## config.mk

```make
export PLATFORM = sky130hd
export DESIGN_NAME = l2cca_access
export DESIGN_NICKNAME = d
export VERILOG_FILES = /design/src/rtl/l2cca_pkg.sv /design/src/rtl/l2cca_if.sv /design/src/rtl/l2cca_cmd_decode.sv /design/src/rtl/l2cca_geometry_reg.sv /design/src/rtl/l2cca_access.sv
export SDC_FILE = /design/constraint.sdc
export NUM_CORES = 1
export LEC_CHECK = 0
export BUFFER_PORTS_ARGS = -buffer_cell sky130_fd_sc_hd__buf_4
export CELL_PAD_IN_SITES_DETAIL_PLACEMENT = 1
export CELL_PAD_IN_SITES_GLOBAL_PLACEMENT = 2
export CORE_ASPECT_RATIO = 1.1
export CORE_MARGIN = 2
export CORE_UTILIZATION = 28
export DETAILED_ROUTE_END_ITERATION = 8
export PLACE_DENSITY_LB_ADDON = 0.1
export SETUP_SLACK_MARGIN = 0.3
export SYNTH_ARGS = -nofsm -noshare
export SYNTH_HDL_FRONTEND = slang
export SYNTH_SLANG_ARGS = --single-unit
```

## constraint.sdc

```tcl
create_clock -name clk_in -period 1.9 [get_ports clk_in]
set_clock_uncertainty 0.1 [all_clocks]
set_input_delay 0.095 -clock clk_in [delete_from_list [all_inputs] [get_ports clk_in]]
set_output_delay 0.095 -clock clk_in [all_outputs]
set_load 0.005 [all_outputs]
```

## src/rtl/l2cca_pkg.sv

```systemverilog
/*
 * shared constants and types for the second-level cache configuration
 * access path: register offsets, field positions, command codes, states.
 * assumes a model-specific-register style access port and one core clock.
 */
`default_nettype none

package l2cca_pkg;

  // ****************************************************************
  // register offsets
  // ****************************************************************
  localparam logic [11:0] OFF_ACCESS_DATA = 12'h088;
  localparam logic [11:0] OFF_GEOMETRY = 12'h116;
  localparam logic [11:0] OFF_ACCESS_ADDRESS = 12'h117;
  localparam logic [11:0] OFF_COMMAND_CONTROL = 12'h119;
  localparam logic [11:0] OFF_COMMAND_LAUNCH = 12'h11A;
  localparam logic [11:0] OFF_IN_PROGRESS = 12'h11B;

  // ****************************************************************
  // command codes
  // ****************************************************************
  localparam logic [4:0] CMD_DATA_READ_LRU_UPDATE = 5'h0C;
  localparam logic [4:0] CMD_TAG_READ_DATA_READ = 5'h0E;
  localparam logic [4:0] CMD_TAG_INQUIRE = 5'h0F;
  localparam logic [4:0] CMD_INTERNAL_CONTROL_READ = 5'h02;
  localparam logic [4:0] CMD_INTERNAL_CONTROL_WRITE = 5'h03;
  localparam logic [2:0] PFX_TAG_WRITE_DATA_READ = 3'h2;
  localparam logic [2:0] PFX_TAG_WRITE_DATA_WRITE = 3'h7;
  localparam logic [2:0] PFX_TAG_WRITE_ONLY = 3'h4;

  // ****************************************************************
  // line state and way codes
  // ****************************************************************
  localparam logic [1:0] LINE_MODIFIED = 2'h3;
  localparam logic [1:0] LINE_EXCLUSIVE = 2'h2;
  localparam logic [1:0] LINE_SHARED = 2'h1;
  localparam logic [1:0] LINE_INVALID = 2'h0;
  localparam logic [1:0] WAY_0 = 2'h0;
  localparam logic [1:0] WAY_3 = 2'h3;

  // ****************************************************************
  // geometry and enable control fields
  // ****************************************************************
  localparam int BUS_FRACTION_BIT = 25;
  localparam int HW_DISABLE_BIT = 23;
  localparam int ADDR_RANGE_LSB = 20;
  localparam int STATE_CHECK_BIT = 18;
  localparam int BANK_SIZE_LSB = 13;
  localparam int BANK_COUNT_LSB = 11;
  localparam int ASSOC_LSB = 9;
  localparam int L2_ENABLE_BIT = 8;
  localparam int CRITICAL_CHUNK_RETURN_PARITY_BIT = 7;
  localparam int ADDR_PARITY_BIT = 6;
  localparam int ECC_CHECK_BIT = 5;
  localparam int LATENCY_LSB = 1;
  localparam int CONFIGURED_BIT = 0;
  localparam logic [4:0] BANK_SIZE_RESET = 5'h01;

  // ****************************************************************
  // command control fields and masks
  // ****************************************************************
  localparam int CMD_LSB = 0;
  localparam int STATE_TO_LSB = 5;
  localparam int WAY_TO_LSB = 8;
  localparam int WAY_FROM_LSB = 10;
  localparam int STATE_FROM_LSB = 12;
  localparam int HIT_BIT = 17;
  localparam logic [63:0] ADDRESS_MASK = 64'h0000_0000_FFFF_FFF8;

  // ****************************************************************
  // types
  // ****************************************************************
  typedef enum logic [8:0] {
    KIND_NONE = 9'h001,
    KIND_DATA_READ_LRU_UPDATE = 9'h002,
    KIND_TAG_READ_DATA_READ = 9'h004,
    KIND_TAG_INQUIRE = 9'h008,
    KIND_INTERNAL_CONTROL_READ = 9'h010,
    KIND_INTERNAL_CONTROL_WRITE = 9'h020,
    KIND_TAG_WRITE_DATA_READ = 9'h040,
    KIND_TAG_WRITE_DATA_WRITE = 9'h080,
    KIND_TAG_WRITE_ONLY = 9'h100
  } l2cca_kind_type;

  typedef enum logic [1:0] {
    SEQ_IDLE = 2'b01,
    SEQ_REQUEST = 2'b10
  } l2cca_seq_type;

  typedef struct packed {
    logic state_check;
    logic [4:0] bank_size;
    logic l2_enable;
    logic critical_chunk_return_parity;
    logic addr_parity;
    logic ecc_check;
    logic [3:0] latency;
    logic configured;
  } l2cca_geo_type;

  typedef struct packed {
    l2cca_seq_type seq;
    logic busy;
    logic [4:0] cmd_code;
    logic [1:0] state_to;
    logic [1:0] way_to;
    logic [1:0] way_from;
    logic [1:0] state_from;
    logic hit;
    logic [4:0] act_cmd;
    logic [1:0] act_state;
    logic [1:0] act_way;
    logic [63:0] address;
    logic [63:0] data;
    logic [63:0] rdata;
    logic rvalid;
  } l2cca_top_type;

  // ****************************************************************
  // helpers
  // ****************************************************************
  function automatic logic l2cca_is_tag_write(input l2cca_kind_type k);
    return k == KIND_TAG_WRITE_DATA_READ || k == KIND_TAG_WRITE_DATA_WRITE ||
      k == KIND_TAG_WRITE_ONLY;
  endfunction

  function automatic logic l2cca_returns_data(input l2cca_kind_type k);
    return k == KIND_DATA_READ_LRU_UPDATE || k == KIND_TAG_READ_DATA_READ ||
      k == KIND_TAG_WRITE_DATA_READ || k == KIND_INTERNAL_CONTROL_READ;
  endfunction

endpackage

`default_nettype wire

```

## src/rtl/l2cca_if.sv

```systemverilog
/*
 * carriers between the access path top and its two helpers.
 * assumes both ends sit in the same clock domain.
 */
`default_nettype none

interface l2cca_cmd_if;
  import l2cca_pkg::*;
  logic [4:0] code;
  l2cca_kind_type kind;
  logic [1:0] tag_state;
  modport dec (input code, output kind, output tag_state);
  modport seq (output code, input kind, input tag_state);
endinterface

interface l2cca_cfg_if;
  logic wr_en;
  logic [63:0] wdata;
  logic hw_disable;
  logic [63:0] value;
  modport reg_side (input wr_en, input wdata, input hw_disable,
    output value);
  modport user (output wr_en, output wdata, output hw_disable,
    input value);
endinterface

`default_nettype wire

```

## src/rtl/l2cca_cmd_decode.sv

```systemverilog
/*
 * decodes the five-bit cache command code into a one-hot kind.
 * assumes the code is stable while it is used.
 */
`default_nettype none

module l2cca_cmd_decode
  import l2cca_pkg::*;
(
  l2cca_cmd_if.dec cmd
);

  always_comb begin
    cmd.tag_state = cmd.code[1:0];
    case (cmd.code)
      CMD_DATA_READ_LRU_UPDATE: cmd.kind = KIND_DATA_READ_LRU_UPDATE;
      CMD_TAG_READ_DATA_READ: cmd.kind = KIND_TAG_READ_DATA_READ;
      CMD_TAG_INQUIRE: cmd.kind = KIND_TAG_INQUIRE;
      CMD_INTERNAL_CONTROL_READ: cmd.kind = KIND_INTERNAL_CONTROL_READ;
      CMD_INTERNAL_CONTROL_WRITE: cmd.kind = KIND_INTERNAL_CONTROL_WRITE;
      default: begin
        // prefix then line state in the low two bits
        case (cmd.code[4:2])
          PFX_TAG_WRITE_DATA_READ: cmd.kind = KIND_TAG_WRITE_DATA_READ;
          PFX_TAG_WRITE_DATA_WRITE: cmd.kind = KIND_TAG_WRITE_DATA_WRITE;
          PFX_TAG_WRITE_ONLY: cmd.kind = KIND_TAG_WRITE_ONLY;
          default: cmd.kind = KIND_NONE;
        endcase
      end
    endcase
  end

endmodule // l2cca_cmd_decode

`default_nettype wire

```

## src/rtl/l2cca_geometry_reg.sv

```systemverilog
/*
 * geometry and enable control register: writable enables and sizes,
 * read-only geometry straps. assumes writes come as single-cycle strobes.
 */
`default_nettype none

module l2cca_geometry_reg
  import l2cca_pkg::*;
#(
  parameter logic BUS_FRACTION = 1'b0,
  parameter logic [2:0] ADDR_RANGE = 3'h3,
  parameter logic [1:0] BANK_COUNT = 2'h0,
  parameter logic [1:0] ASSOC = 2'h2
) (
  input wire logic clk_in,
  input wire logic rst_n_in,
  l2cca_cfg_if.reg_side cfg
);

  l2cca_geo_type geo_r;
  l2cca_geo_type geo_nxt;
  logic [4:0] size_w;

  always_comb begin
    geo_nxt = geo_r;
    size_w = cfg.wdata[BANK_SIZE_LSB+:5];
    if (cfg.wr_en) begin
      geo_nxt.state_check = cfg.wdata[STATE_CHECK_BIT];
      // non-one-hot sizes are dropped, the field keeps its value
      if ($onehot(size_w)) begin
        geo_nxt.bank_size = size_w;
      end
      geo_nxt.l2_enable = cfg.wdata[L2_ENABLE_BIT];
      geo_nxt.critical_chunk_return_parity = cfg.wdata[CRITICAL_CHUNK_RETURN_PARITY_BIT];
      geo_nxt.addr_parity = cfg.wdata[ADDR_PARITY_BIT];
      geo_nxt.ecc_check = cfg.wdata[ECC_CHECK_BIT];
      geo_nxt.latency = cfg.wdata[LATENCY_LSB+:4];
      geo_nxt.configured = cfg.wdata[CONFIGURED_BIT];
    end
    // a hardware-disabled cache cannot be switched on
    if (cfg.hw_disable) begin
      geo_nxt.l2_enable = 1'b0;
    end
  end

  always_ff @(posedge clk_in or negedge rst_n_in) begin
    if (!rst_n_in) begin
      geo_r <= '{bank_size: BANK_SIZE_RESET, default: '0};
    end else begin
      geo_r <= geo_nxt;
    end
  end

  always_comb begin
    cfg.value = '0;
    cfg.value[BUS_FRACTION_BIT] = BUS_FRACTION;
    cfg.value[HW_DISABLE_BIT] = cfg.hw_disable;
    cfg.value[ADDR_RANGE_LSB+:3] = ADDR_RANGE;
    cfg.value[STATE_CHECK_BIT] = geo_r.state_check;
    cfg.value[BANK_SIZE_LSB+:5] = geo_r.bank_size;
    cfg.value[BANK_COUNT_LSB+:2] = BANK_COUNT;
    cfg.value[ASSOC_LSB+:2] = ASSOC;
    cfg.value[L2_ENABLE_BIT] = geo_r.l2_enable;
    cfg.value[CRITICAL_CHUNK_RETURN_PARITY_BIT] = geo_r.critical_chunk_return_parity;
    cfg.value[ADDR_PARITY_BIT] = geo_r.addr_parity;
    cfg.value[ECC_CHECK_BIT] = geo_r.ecc_check;
    cfg.value[LATENCY_LSB+:4] = geo_r.latency;
    cfg.value[CONFIGURED_BIT] = geo_r.configured;
  end

endmodule // l2cca_geometry_reg

`default_nettype wire

```

## src/rtl/l2cca_access.sv

```systemverilog
/*
 * second-level cache configuration access path: register port, command
 * sequencer toward the cache array, response capture.
 * assumes a register port with one-cycle read and write strobes and a
 * cache array that answers each request with a one-cycle acknowledge.
 */
`default_nettype none

// Notes on behaviour
// - codes 0C,0E,0F: read-lru, tag+data read, inquire
// - codes 02 and 03: internal control read, write
// - tag writes: prefix 010,111,100 plus line state
// - zero write to launch register starts command
// - busy bit 0 is one while command runs
// - bit 25 bus fraction, bit 23 hardware disable
// - bits 22:20 give physical address range
// - bit 18 enables line state error checking
// - bits 17:13 one-hot per-bank size, writable
// - bits 12:11 bank count, read only
// - bits 10:9 associativity, read only
// - bit 8 enables the second-level cache
// - bits 7,6,5 enable parity and ecc checks
// - bits 4:1 latency, bit 0 configured flag
// - bits 63:26, 24, 19 reserved, read zero
// - line state: 11 m, 10 e, 01 s, 00 i
// - way codes 00 to 11 for ways 0-3
// - control register captures hit, state, way
module l2cca_access
  import l2cca_pkg::*;
#(
  parameter logic BUS_FRACTION = 1'b0,
  parameter logic [2:0] ADDR_RANGE = 3'h3,
  parameter logic [1:0] BANK_COUNT = 2'h0,
  parameter logic [1:0] ASSOC = 2'h2
) (
  input wire logic clk_in,
  input wire logic rst_n_in,
  input wire logic [11:0] reg_addr_in,
  input wire logic reg_wr_in,
  input wire logic reg_rd_in,
  input wire logic [63:0] reg_wdata_in,
  output logic [63:0] reg_rdata_out,
  output logic reg_rvalid_out,
  input wire logic l2_hw_disable_in,
  output logic l2_req_out,
  output logic [4:0] l2_cmd_out,
  output logic [1:0] l2_state_out,
  output logic [1:0] l2_way_out,
  output logic [63:0] l2_addr_out,
  output logic [63:0] l2_wdata_out,
  input wire logic l2_ack_in,
  input wire logic l2_hit_in,
  input wire logic [1:0] l2_state_in,
  input wire logic [1:0] l2_way_in,
  input wire logic [63:0] l2_rdata_in,
  output logic l2_enable_out,
  output logic state_check_en_out,
  output logic critical_chunk_return_parity_en_out,
  output logic addr_parity_en_out,
  output logic ecc_check_en_out,
  output logic [3:0] l2_latency_out,
  output logic l2_configured_out,
  output logic [4:0] l2_bank_size_out
);

  // ****************************************************************
  // helpers
  // ****************************************************************
  l2cca_cmd_if cmd_bus ();
  l2cca_cfg_if cfg_bus ();

  l2cca_cmd_decode u_decode (
    .cmd(cmd_bus.dec)
  );

  l2cca_geometry_reg #(
    .BUS_FRACTION(BUS_FRACTION),
    .ADDR_RANGE(ADDR_RANGE),
    .BANK_COUNT(BANK_COUNT),
    .ASSOC(ASSOC)
  ) u_geometry (
    .clk_in(clk_in),
    .rst_n_in(rst_n_in),
    .cfg(cfg_bus.reg_side)
  );

  l2cca_top_type st_r;
  l2cca_top_type st_nxt;
  logic launch;
  logic done;
  logic [63:0] ctl_value;

  assign cmd_bus.code = st_r.act_cmd;
  assign cfg_bus.wr_en = reg_wr_in && reg_addr_in == OFF_GEOMETRY;
  assign cfg_bus.wdata = reg_wdata_in;
  assign cfg_bus.hw_disable = l2_hw_disable_in;

  // ****************************************************************
  // decode of register strobes
  // ****************************************************************
  // a non-zero launch value or a launch while busy is dropped
  assign launch = reg_wr_in && reg_addr_in == OFF_COMMAND_LAUNCH &&
    reg_wdata_in == '0 && !st_r.busy;
  assign done = st_r.seq == SEQ_REQUEST && l2_ack_in;

  always_comb begin
    ctl_value = '0;
    ctl_value[CMD_LSB+:5] = st_r.cmd_code;
    ctl_value[STATE_TO_LSB+:2] = st_r.state_to;
    ctl_value[WAY_TO_LSB+:2] = st_r.way_to;
    ctl_value[WAY_FROM_LSB+:2] = st_r.way_from;
    ctl_value[STATE_FROM_LSB+:2] = st_r.state_from;
    ctl_value[HIT_BIT] = st_r.hit;
  end

  // ****************************************************************
  // next state
  // ****************************************************************
  always_comb begin
    st_nxt = st_r;
    st_nxt.rvalid = reg_rd_in;
    if (reg_rd_in) begin
      case (reg_addr_in)
        OFF_ACCESS_DATA: st_nxt.rdata = st_r.data;
        OFF_GEOMETRY: st_nxt.rdata = cfg_bus.value;
        OFF_ACCESS_ADDRESS: st_nxt.rdata = st_r.address;
        OFF_COMMAND_CONTROL: st_nxt.rdata = ctl_value;
        OFF_IN_PROGRESS: st_nxt.rdata = {63'h0, st_r.busy};
        default: st_nxt.rdata = '0;
      endcase
    end
    if (reg_wr_in) begin
      case (reg_addr_in)
        OFF_ACCESS_DATA: st_nxt.data = reg_wdata_in;
        // low three bits forced to zero whatever software writes
        OFF_ACCESS_ADDRESS: st_nxt.address = reg_wdata_in & ADDRESS_MASK;
        OFF_COMMAND_CONTROL: begin
          st_nxt.cmd_code = reg_wdata_in[CMD_LSB+:5];
          st_nxt.state_to = reg_wdata_in[STATE_TO_LSB+:2];
          st_nxt.way_to = reg_wdata_in[WAY_TO_LSB+:2];
        end
        default: begin
        end
      endcase
    end
    case (st_r.seq)
      SEQ_IDLE: begin
        if (launch) begin
          // snapshot so later control writes cannot disturb the array
          st_nxt.act_cmd = st_nxt.cmd_code;
          st_nxt.act_state = st_nxt.state_to;
          st_nxt.act_way = st_nxt.way_to;
          st_nxt.busy = 1'b1;
          st_nxt.seq = SEQ_REQUEST;
        end
      end
      SEQ_REQUEST: begin
        if (l2_ack_in) begin
          // response wins over a software write in the same cycle
          st_nxt.hit = l2_hit_in;
          st_nxt.state_from = l2_state_in;
          st_nxt.way_from = l2_way_in;
          if (l2cca_returns_data(cmd_bus.kind)) begin
            st_nxt.data = l2_rdata_in;
          end
          st_nxt.busy = 1'b0;
          st_nxt.seq = SEQ_IDLE;
        end
      end
      default: begin
        st_nxt.busy = 1'b0;
        st_nxt.seq = SEQ_IDLE;
      end
    endcase
  end

  always_ff @(posedge clk_in or negedge rst_n_in) begin
    if (!rst_n_in) begin
      st_r <= '{seq: SEQ_IDLE, default: '0};
    end else begin
      st_r <= st_nxt;
    end
  end

  // ****************************************************************
  // outputs
  // ****************************************************************
  assign reg_rdata_out = st_r.rdata;
  assign reg_rvalid_out = st_r.rvalid;
  assign l2_req_out = st_r.seq == SEQ_REQUEST;
  assign l2_cmd_out = st_r.act_cmd;
  // tag writes carry their new line state inside the command code
  assign l2_state_out = l2cca_is_tag_write(cmd_bus.kind) ?
    cmd_bus.tag_state : st_r.act_state;
  assign l2_way_out = st_r.act_way;
  assign l2_addr_out = st_r.address;
  assign l2_wdata_out = st_r.data;
  assign l2_enable_out = cfg_bus.value[L2_ENABLE_BIT];
  assign state_check_en_out = cfg_bus.value[STATE_CHECK_BIT];
  assign critical_chunk_return_parity_en_out = cfg_bus.value[CRITICAL_CHUNK_RETURN_PARITY_BIT];
  assign addr_parity_en_out = cfg_bus.value[ADDR_PARITY_BIT];
  assign ecc_check_en_out = cfg_bus.value[ECC_CHECK_BIT];
  assign l2_latency_out = cfg_bus.value[LATENCY_LSB+:4];
  assign l2_configured_out = cfg_bus.value[CONFIGURED_BIT];
  assign l2_bank_size_out = cfg_bus.value[BANK_SIZE_LSB+:5];
endmodule // l2cca_access

`default_nettype wire

```

==> flow_summary.ini, run 1 <==
[setup_path]
crit_path_end_kind = flip-flop
critPathLaunchType = flip-flop
reg2regPathDepth = 6
terminus_of_the_critical_flop_to_flop_path = l2_cmd_out[2]
worst-r2r-setup-slack_ps = -220
critical_path_required_ps = 2130
worstSetupPathType = reg2reg
cp_data_arrival_time_ps = 2350
critical_path.reg2reg.startpoint = st_r[217]
critical_path.max_fanout = 10

[run_status]
run_status = finished with violations
violations = setup timing

[power_and_ir_drop]
ir_drop_v = 0.0005921
static-leakage-power_uw = 0.008549
post-layout-total-power_uw = 9020
powerDensity_mw_per_mm2 = 533.6

[synth]
post-synth-top-area-fraction_pct = 47.00
synth-edff-count = 0
syn_avg_cell_area_um2 = 10.70
synth_async_sr_flop_share_pct = 100.0
synth_top_area_cell = sky130_fd_sc_hd__dfrtp_1
synth_sequential_area_ratio_pct = 47.51
ys.warnings.count = 0
postSynth.topFlopCell = sky130_fd_sc_hd__dfrtp_1
unique_masters_post_synth = 50
synth_cells = 975
synth_area_leaders = sky130_fd_sc_hd__dfrtp_1, sky130_fd_sc_hd__buf_4, sky130_fd_sc_hd__mux2i_1, sky130_fd_sc_hd__mux2_2, sky130_fd_sc_hd__nand2_1
netlist_area_mm2 = 0.01044
yosys_register_bits = 198

[floorplan]
horizontal_die_dimension_um = 188.1
ioPinCount = 369
core_area_mm2 = 0.03694
fp.dieH_um = 206.5
rows = 74
start_util_pct = 28.25
die-area_mm2 = 0.03883

[final_layout]
syn2layout_area_growth_pct = 62.00
nets = 1572
most-common-layout-cells = sky130_fd_sc_hd__buf_4, sky130_fd_sc_hd__dfrtp_1, sky130_fd_sc_hd__dlygate4sd3_1, sky130_fd_sc_hd__mux2i_1, sky130_fd_sc_hd__nand2_1
utilization_pct = 45.76
mostFrequentLayoutCell = sky130_fd_sc_hd__buf_4
design_area_mm2 = 0.01691
layout_cells_sized_above_1_pct = 52.87

[place]
hpwl_um = 28600
placement_stage_cell_area_mm2 = 0.01305
buffer_ports.inserted = 333
place.gp.congestion = 0.7758

[timing]
timing.max_slew.rel_slack_pct = 50.25
timing_worst_slew_pin_value_ps = 743.8
final-hold-violation-count = 0
final-setup-viol-count = 74
layout_worst_path_cycle_share_pct = 111.5
slew_violations = 0
rsz_0062_raised_after_global_routing = yes
final.setup.tns_ps = -4489
post_route_worst_setup_slack_ps = -217.6
period_needed_ps = 2118
achievable-frequency_ghz = 0.4722

[cts]
insertion_delay_ps = 450
clock-root-buffer = sky130_fd_sc_hd__clkbuf_16
cts_tree = built
clk_pin_slew_ps = 80
cts_max_path_buffers = 2
sink_count_of_the_clock_tree = 198
h-tree-depth = 4
cts-buffers-inserted = 17

[route]
drt-initial-drc-count = 359
avgViaCountPerCell = 4.688
detail_route.drc_violations = 0
antenna_violating_nets_post_route = 0
routed-via-count = 9025
routedWlPerCell_um = 22.92
first_pass_iters = 5
finalWirelength_um = 44110

[job]
drv_cap = 0

[global_routing]
grt_start_max_net_pins = 45
first_global_vias = 9838
overflow = 0
number_of_antenna_violations_at_the_first_check_in_global_routing = 3
grt_util_all_layers_pct = 22.67
global_route_wire_length_before_repair_um = 65000

[hold_path]
worst_min_delay_path_class = in2async
==> flip-flops by register name, summed over array words and instances (netlist names) <==
name	count
reg_rvalid_out	1
u_geometry.cfg.value	15
reg_rdata_out	64
ctl_value	14
l2_addr_out	29
l2_wdata_out	64
l2_cmd_out	5
st_r	4
l2_way_out	2
==> metal layers <==
layer  vias to the layer above  share of wire, %  global-route usage, %
li1                       4101                 -                      -
met2                       260                51                  39.62
met4                         0               2.1                  6.637
met1                      4626                41                  28.20
met5                         -                 0                      0
met3                        38               5.5                  4.704
==> logic make-up after synthesis <==
logic type               Yosys count  synth area share, %
buffers and inverters            271                17.17
flip-flops                       198                47.51
AND/OR/NAND/NOR                  182                8.369
AO/OA/AOI/OAI                    178                11.56
multiplexers                     140                14.64
adder cells (fa/ha/maj)            5               0.7194
other                              1              0.03594
==> layout make-up <==
| class | count | area, um2 |
|---|---|---|
| repair buffers | 642 | 6142 |
| flip-flops and latches | 198 | 4959 |
| diodes | 1 | 2.502 |
| fillers | 3879 | 20040 |
| clock buffers | 19 | 452.9 |
| inverters | 18 | 67.56 |
| clock inverters | 13 | 136.4 |
| well taps | 494 | 618.1 |
| multi-input cells | 540 | 4527 |
==> where the power goes <==
part | leakage [uW] | total [uW] | internal (uW) | switching [uW]
clock network | 0.000281 | 3800 | 1930 | 1870
registers | 0.00275 | 4240 | 4230 | 14.4
logic | 0.00552 | 978 | 544 | 434
==> synth_stat cells (3+ instances only) <==
cell,n
sky130_fd_sc_hd__a221oi_1,5
sky130_fd_sc_hd__nor3_1,4
sky130_fd_sc_hd__o2bb2ai_1,42
sky130_fd_sc_hd__dfrtp_1,196
sky130_fd_sc_hd__nand3_1,4
sky130_fd_sc_hd__nand3b_1,6
sky130_fd_sc_hd__a222oi_1,10
sky130_fd_sc_hd__buf_2,4
sky130_fd_sc_hd__nand2_1,117
sky130_fd_sc_hd__a32oi_1,4
sky130_fd_sc_hd__nor4_1,16
sky130_fd_sc_hd__o21ai_0,82
sky130_fd_sc_hd__mux2_2,61
sky130_fd_sc_hd__inv_1,18
sky130_fd_sc_hd__clkbuf_1,39
sky130_fd_sc_hd__buf_1,8
sky130_fd_sc_hd__and4_1,3
sky130_fd_sc_hd__nor2_1,9
sky130_fd_sc_hd__buf_4,199
sky130_fd_sc_hd__a22oi_1,17
sky130_fd_sc_hd__mux2_4,10
sky130_fd_sc_hd__a21oi_1,7
sky130_fd_sc_hd__a2bb2oi_1,3
sky130_fd_sc_hd__buf_6,3
sky130_fd_sc_hd__mux2i_1,69
==> metrics by stage <==
stage               setup WS, ps  hold WS, ps  instances
floorplan                 -465.9       -300.6       1009
global route              -327.4        49.12       1925
finish                    -217.6        48.35       1925
global placement          -539.0       -67.13       1692
CTS                       -256.2        23.86       1916
detailed placement        -508.1       -60.01       1692
==> critical path, stage by stage (launching register included) <==
cell and delay (ps):
sky130_fd_sc_hd__dfstp_2 540, sky130_fd_sc_hd__nor4b_4 200, sky130_fd_sc_hd__and4_1 210, sky130_fd_sc_hd__nand3_1 90, sky130_fd_sc_hd__or4_4 420, sky130_fd_sc_hd__buf_6 160
sky130_fd_sc_hd__mux2_2 270
==> worst max-delay path by stage <==
stage,start,slack [ps],end,cells after the start
final,st_r[217],-220,l2_cmd_out[2],6
after global routing,st_r[217],-330,l2_cmd_out[2],6
after CTS,st_r[217],-260,l2_cmd_out[0],6
after detailed placement,reg_wdata_in[55],-510,l2_way_out[1],7
after global placement,reg_wdata_in[55],-540,l2_cmd_out[4],7
after floorplan,reg_addr_in[10],-470,l2_addr_out[21],9
==> repair_timing <==
action | CTS | global route
gates resized for setup | 284 | 35
endpoints found under the hold margin | 335 | 0
hold buffers | 136 | 0
pin swaps | 82 | 21
buffers inserted | 32 | 8
gates cloned | 24 | 0
endpoints found under the setup margin | 163 | 168
No activity file was read; power rests on OpenSTA's default activity.
==> inputs of run 2 (changes only) <==
--- a/config.mk
+++ b/config.mk
@@ -10,10 +10,11 @@
 export CELL_PAD_IN_SITES_GLOBAL_PLACEMENT = 2
 export CORE_ASPECT_RATIO = 1.1
 export CORE_MARGIN = 2
-export CORE_UTILIZATION = 28
+export CORE_UTILIZATION = 29
 export DETAILED_ROUTE_END_ITERATION = 8
 export PLACE_DENSITY_LB_ADDON = 0.1
 export SETUP_SLACK_MARGIN = 0.3
 export SYNTH_ARGS = -nofsm -noshare
 export SYNTH_HDL_FRONTEND = slang
+export SYNTH_HIERARCHICAL = 1
 export SYNTH_SLANG_ARGS = --single-unit
==> constraint.sdc (replaced) <==
create_clock -name clk_in -period 1.9 [get_ports clk_in]
set_clock_uncertainty 0.1 [all_clocks]
set_input_delay 0.19 -clock clk_in [delete_from_list [all_inputs] [get_ports clk_in]]
set_output_delay 0.19 -clock clk_in [all_outputs]
set_load 0.005 [all_outputs]
==> flow_summary.ini, run 2 <==
[run_status]
run_status = finished with violations
violations = setup timing

[setup_path]
critical_path.reg2reg.startpoint = l2_cmd_out[2]
critical_path.max_fanout = 4
cp_data_arrival_time_ps = 2320
critical_path_required_ps = 1610
critPathLaunchType = flip-flop
worstSetupPathType = reg2out
worst-r2r-setup-slack_ps = -700
crit_path_end_kind = primary output
terminus_of_the_critical_flop_to_flop_path = l2_wdata_out[28]
reg2regPathDepth = 10

[timing]
final-setup-viol-count = 151
period_needed_ps = 2611
achievable-frequency_ghz = 0.3830
rsz_0062_raised_after_global_routing = yes
final-hold-violation-count = 0
layout_worst_path_cycle_share_pct = 137.4
slew_violations = 0
final.hold.worst_slack_ps = 24.16
post_route_worst_setup_slack_ps = -711.2

[synth]
synth_top_area_cell = sky130_fd_sc_hd__dfrtp_1
synth-edff-count = 0
ys_top_cells_by_count = sky130_fd_sc_hd__buf_4, sky130_fd_sc_hd__mux2_2, sky130_fd_sc_hd__dfrtp_1, sky130_fd_sc_hd__o2bb2ai_1, sky130_fd_sc_hd__a22oi_1
synth_sequential_area_ratio_pct = 43.42
unique_masters_post_synth = 47
synthMostInstantiatedCell = sky130_fd_sc_hd__buf_4
syn_avg_cell_area_um2 = 11.94
yosys_register_bits = 198
ys.warnings.count = 6
postSynth.topFlopCell = sky130_fd_sc_hd__dfrtp_1
synth_cells = 956
synth_async_sr_flop_share_pct = 100.0
synth_area_leaders = sky130_fd_sc_hd__dfrtp_1, sky130_fd_sc_hd__mux2_2, sky130_fd_sc_hd__buf_4, sky130_fd_sc_hd__o2bb2ai_1, sky130_fd_sc_hd__a22oi_1
netlist_area_mm2 = 0.01142
post-synth-top-area-fraction_pct = 42.96

[final_layout]
register_area_mm2 = 0.004960
design_area_mm2 = 0.01747
syn2layout_area_growth_pct = 53.05
mostFrequentLayoutCell = sky130_fd_sc_hd__buf_4
area_occupied_by_multi_input_gates_mm2 = 0.005594
most-common-layout-cells = sky130_fd_sc_hd__buf_4, sky130_fd_sc_hd__dfrtp_1, sky130_fd_sc_hd__mux2_4, sky130_fd_sc_hd__dlygate4sd3_1, sky130_fd_sc_hd__mux2_2
antenna-diode-count = 0
utilization_pct = 44.81
layout_cells_sized_above_1_pct = 61.53
fill_cells = 4136
nets = 1511

[hold_path]
worst_min_delay_path_class = in2reg
whs_endpoint = l2_addr_out[4]
holdCritStartpoint = reg_wdata_in[4]
min_path_cells = 3

[power_and_ir_drop]
powerDensity_mw_per_mm2 = 519.8
static-leakage-power_uw = 0.008402
post-layout-total-power_uw = 9081
ir_drop_v = 0.0005929

[floorplan]
fp.dieH_um = 212.1
die-area_mm2 = 0.04097
horizontal_die_dimension_um = 193.2
core_area_mm2 = 0.03899
rows = 76
ioPinCount = 369
start_util_pct = 29.28

[route]
detail_route.drc_violations = 0
first_pass_iters = 5
finalWirelength_um = 43680
routedWlPerCell_um = 23.27
drt-initial-drc-count = 265
avgViaCountPerCell = 4.599
routed-via-count = 8632
antenna_violating_nets_post_route = 0

[place]
place.gp.congestion = 0.7658
buffer_ports.inserted = 333
placement_stage_cell_area_mm2 = 0.01420
hpwl_um = 29900

[cts]
cts_max_path_buffers = 2
h-tree-depth = 4
clock-root-buffer = sky130_fd_sc_hd__clkbuf_16
clk_pin_slew_ps = 80
cts_tree = built
cts-buffers-inserted = 17
insertion_delay_ps = 450
sink_count_of_the_clock_tree = 198

[job]
drv_cap = 0

[global_routing]
grt_start_max_net_pins = 48
number_of_antenna_violations_at_the_first_check_in_global_routing = 0
first_global_vias = 9426
grt_util_all_layers_pct = 20.89
overflow = 0
global_route_wire_length_before_repair_um = 62290
met3_usage_pct = 4.672
grt_util_met1_pct = 26.78
globalRouteMet2Util_pct = 35.68
globalRoute.busiestLayer = met2
==> run 2: worst max-delay path, stage by stage, from the launching register on <==
cell and delay, ps:
sky130_fd_sc_hd__dfrtp_2 460, sky130_fd_sc_hd__buf_4 170, sky130_fd_sc_hd__or2b_1 170, sky130_fd_sc_hd__o311ai_2 120
sky130_fd_sc_hd__nor3_2 230, sky130_fd_sc_hd__buf_4 160, sky130_fd_sc_hd__o2111ai_4 110, sky130_fd_sc_hd__mux2_4 330
sky130_fd_sc_hd__buf_6 120
==> run 2: per-layer routing <==
metal	vias to the layer above	share of wire [%]
met2	249	49
met4	0	1.7
met5	-	0
li1	3934	-
met3	31	5.3
met1	4418	44
==> run 2: kinds of logic (layout without fill, tap and decap cells) <==
| kind of cell | Yosys count | after routing | share of synthesized area, % |
|---|---|---|---|
| AO/OA/AOI/OAI | 142 | 142 | 10.12 |
| multiplexers | 227 | 227 | 22.63 |
| AND/OR/NAND/NOR | 69 | 69 | 4.143 |
| XOR/XNOR | 2 | 2 | 0.1535 |
| other | 3 | 83 | 0.09863 |
| buffers and inverters | 312 | 646 | 18.97 |
| adder cells (fa/ha/maj) | 3 | 3 | 0.4603 |
| flip-flops | 198 | 198 | 43.42 |
==> run 2: worst max-delay path by stage <==
stage | from | to | slack [ps] | cells past startpoint
4_1_cts | l2_cmd_out[2] | l2_state_out[1] | -750 | 8
5_1_grt | l2_cmd_out[2] | l2_wdata_out[31] | -860 | 10
6_report | l2_cmd_out[2] | l2_state_out[1] | -710 | 8
3_5_place_dp | l2_cmd_out[2] | l2_wdata_out[61] | -760 | 9
3_3_place_gp | l2_cmd_out[2] | l2_wdata_out[27] | -780 | 9
2_1_floorplan | reg_addr_in[6] | u_geometry/cfg.value[14] | -750 | 8
==> run 2: power by group <==
group,switching (uW),internal (uW),leakage (uW)
clock network,1770,2130,0.000292
registers,12.8,4230,0.00275
logic,429,518,0.00536
==> run 2: final cells by class <==
cell class	instances	area share [%]
timing repair buffer	604	32.21
multi-input combinational	526	32.02
sequential	198	28.39
clock inverter	13	0.9883
inverter	10	0.2292
clock buffer	19	2.535
tap	507	3.631
==> run 2: through the flow <==
step | std cells | TNS (ps) | setup slack, ps
3_5_place_dp | 1682 | -101930 | -761.6
6_report | 1877 | -62740 | -711.2
5_1_grt | 1877 | -74520 | -860.6
2_1_floorplan | 1036 | -48920 | -745.5
3_3_place_gp | 1682 | -102190 | -776.0
4_1_cts | 1859 | -58730 | -745.9
==> run 2: timing repair <==
action	in CTS	in global routing
setup buffers	22	11
resized for setup	122	65
setup endpoints to repair	177	201
gates cloned	9	6
pin swaps	20	67
hold buffers	114	1
hold endpoints to repair	302	1
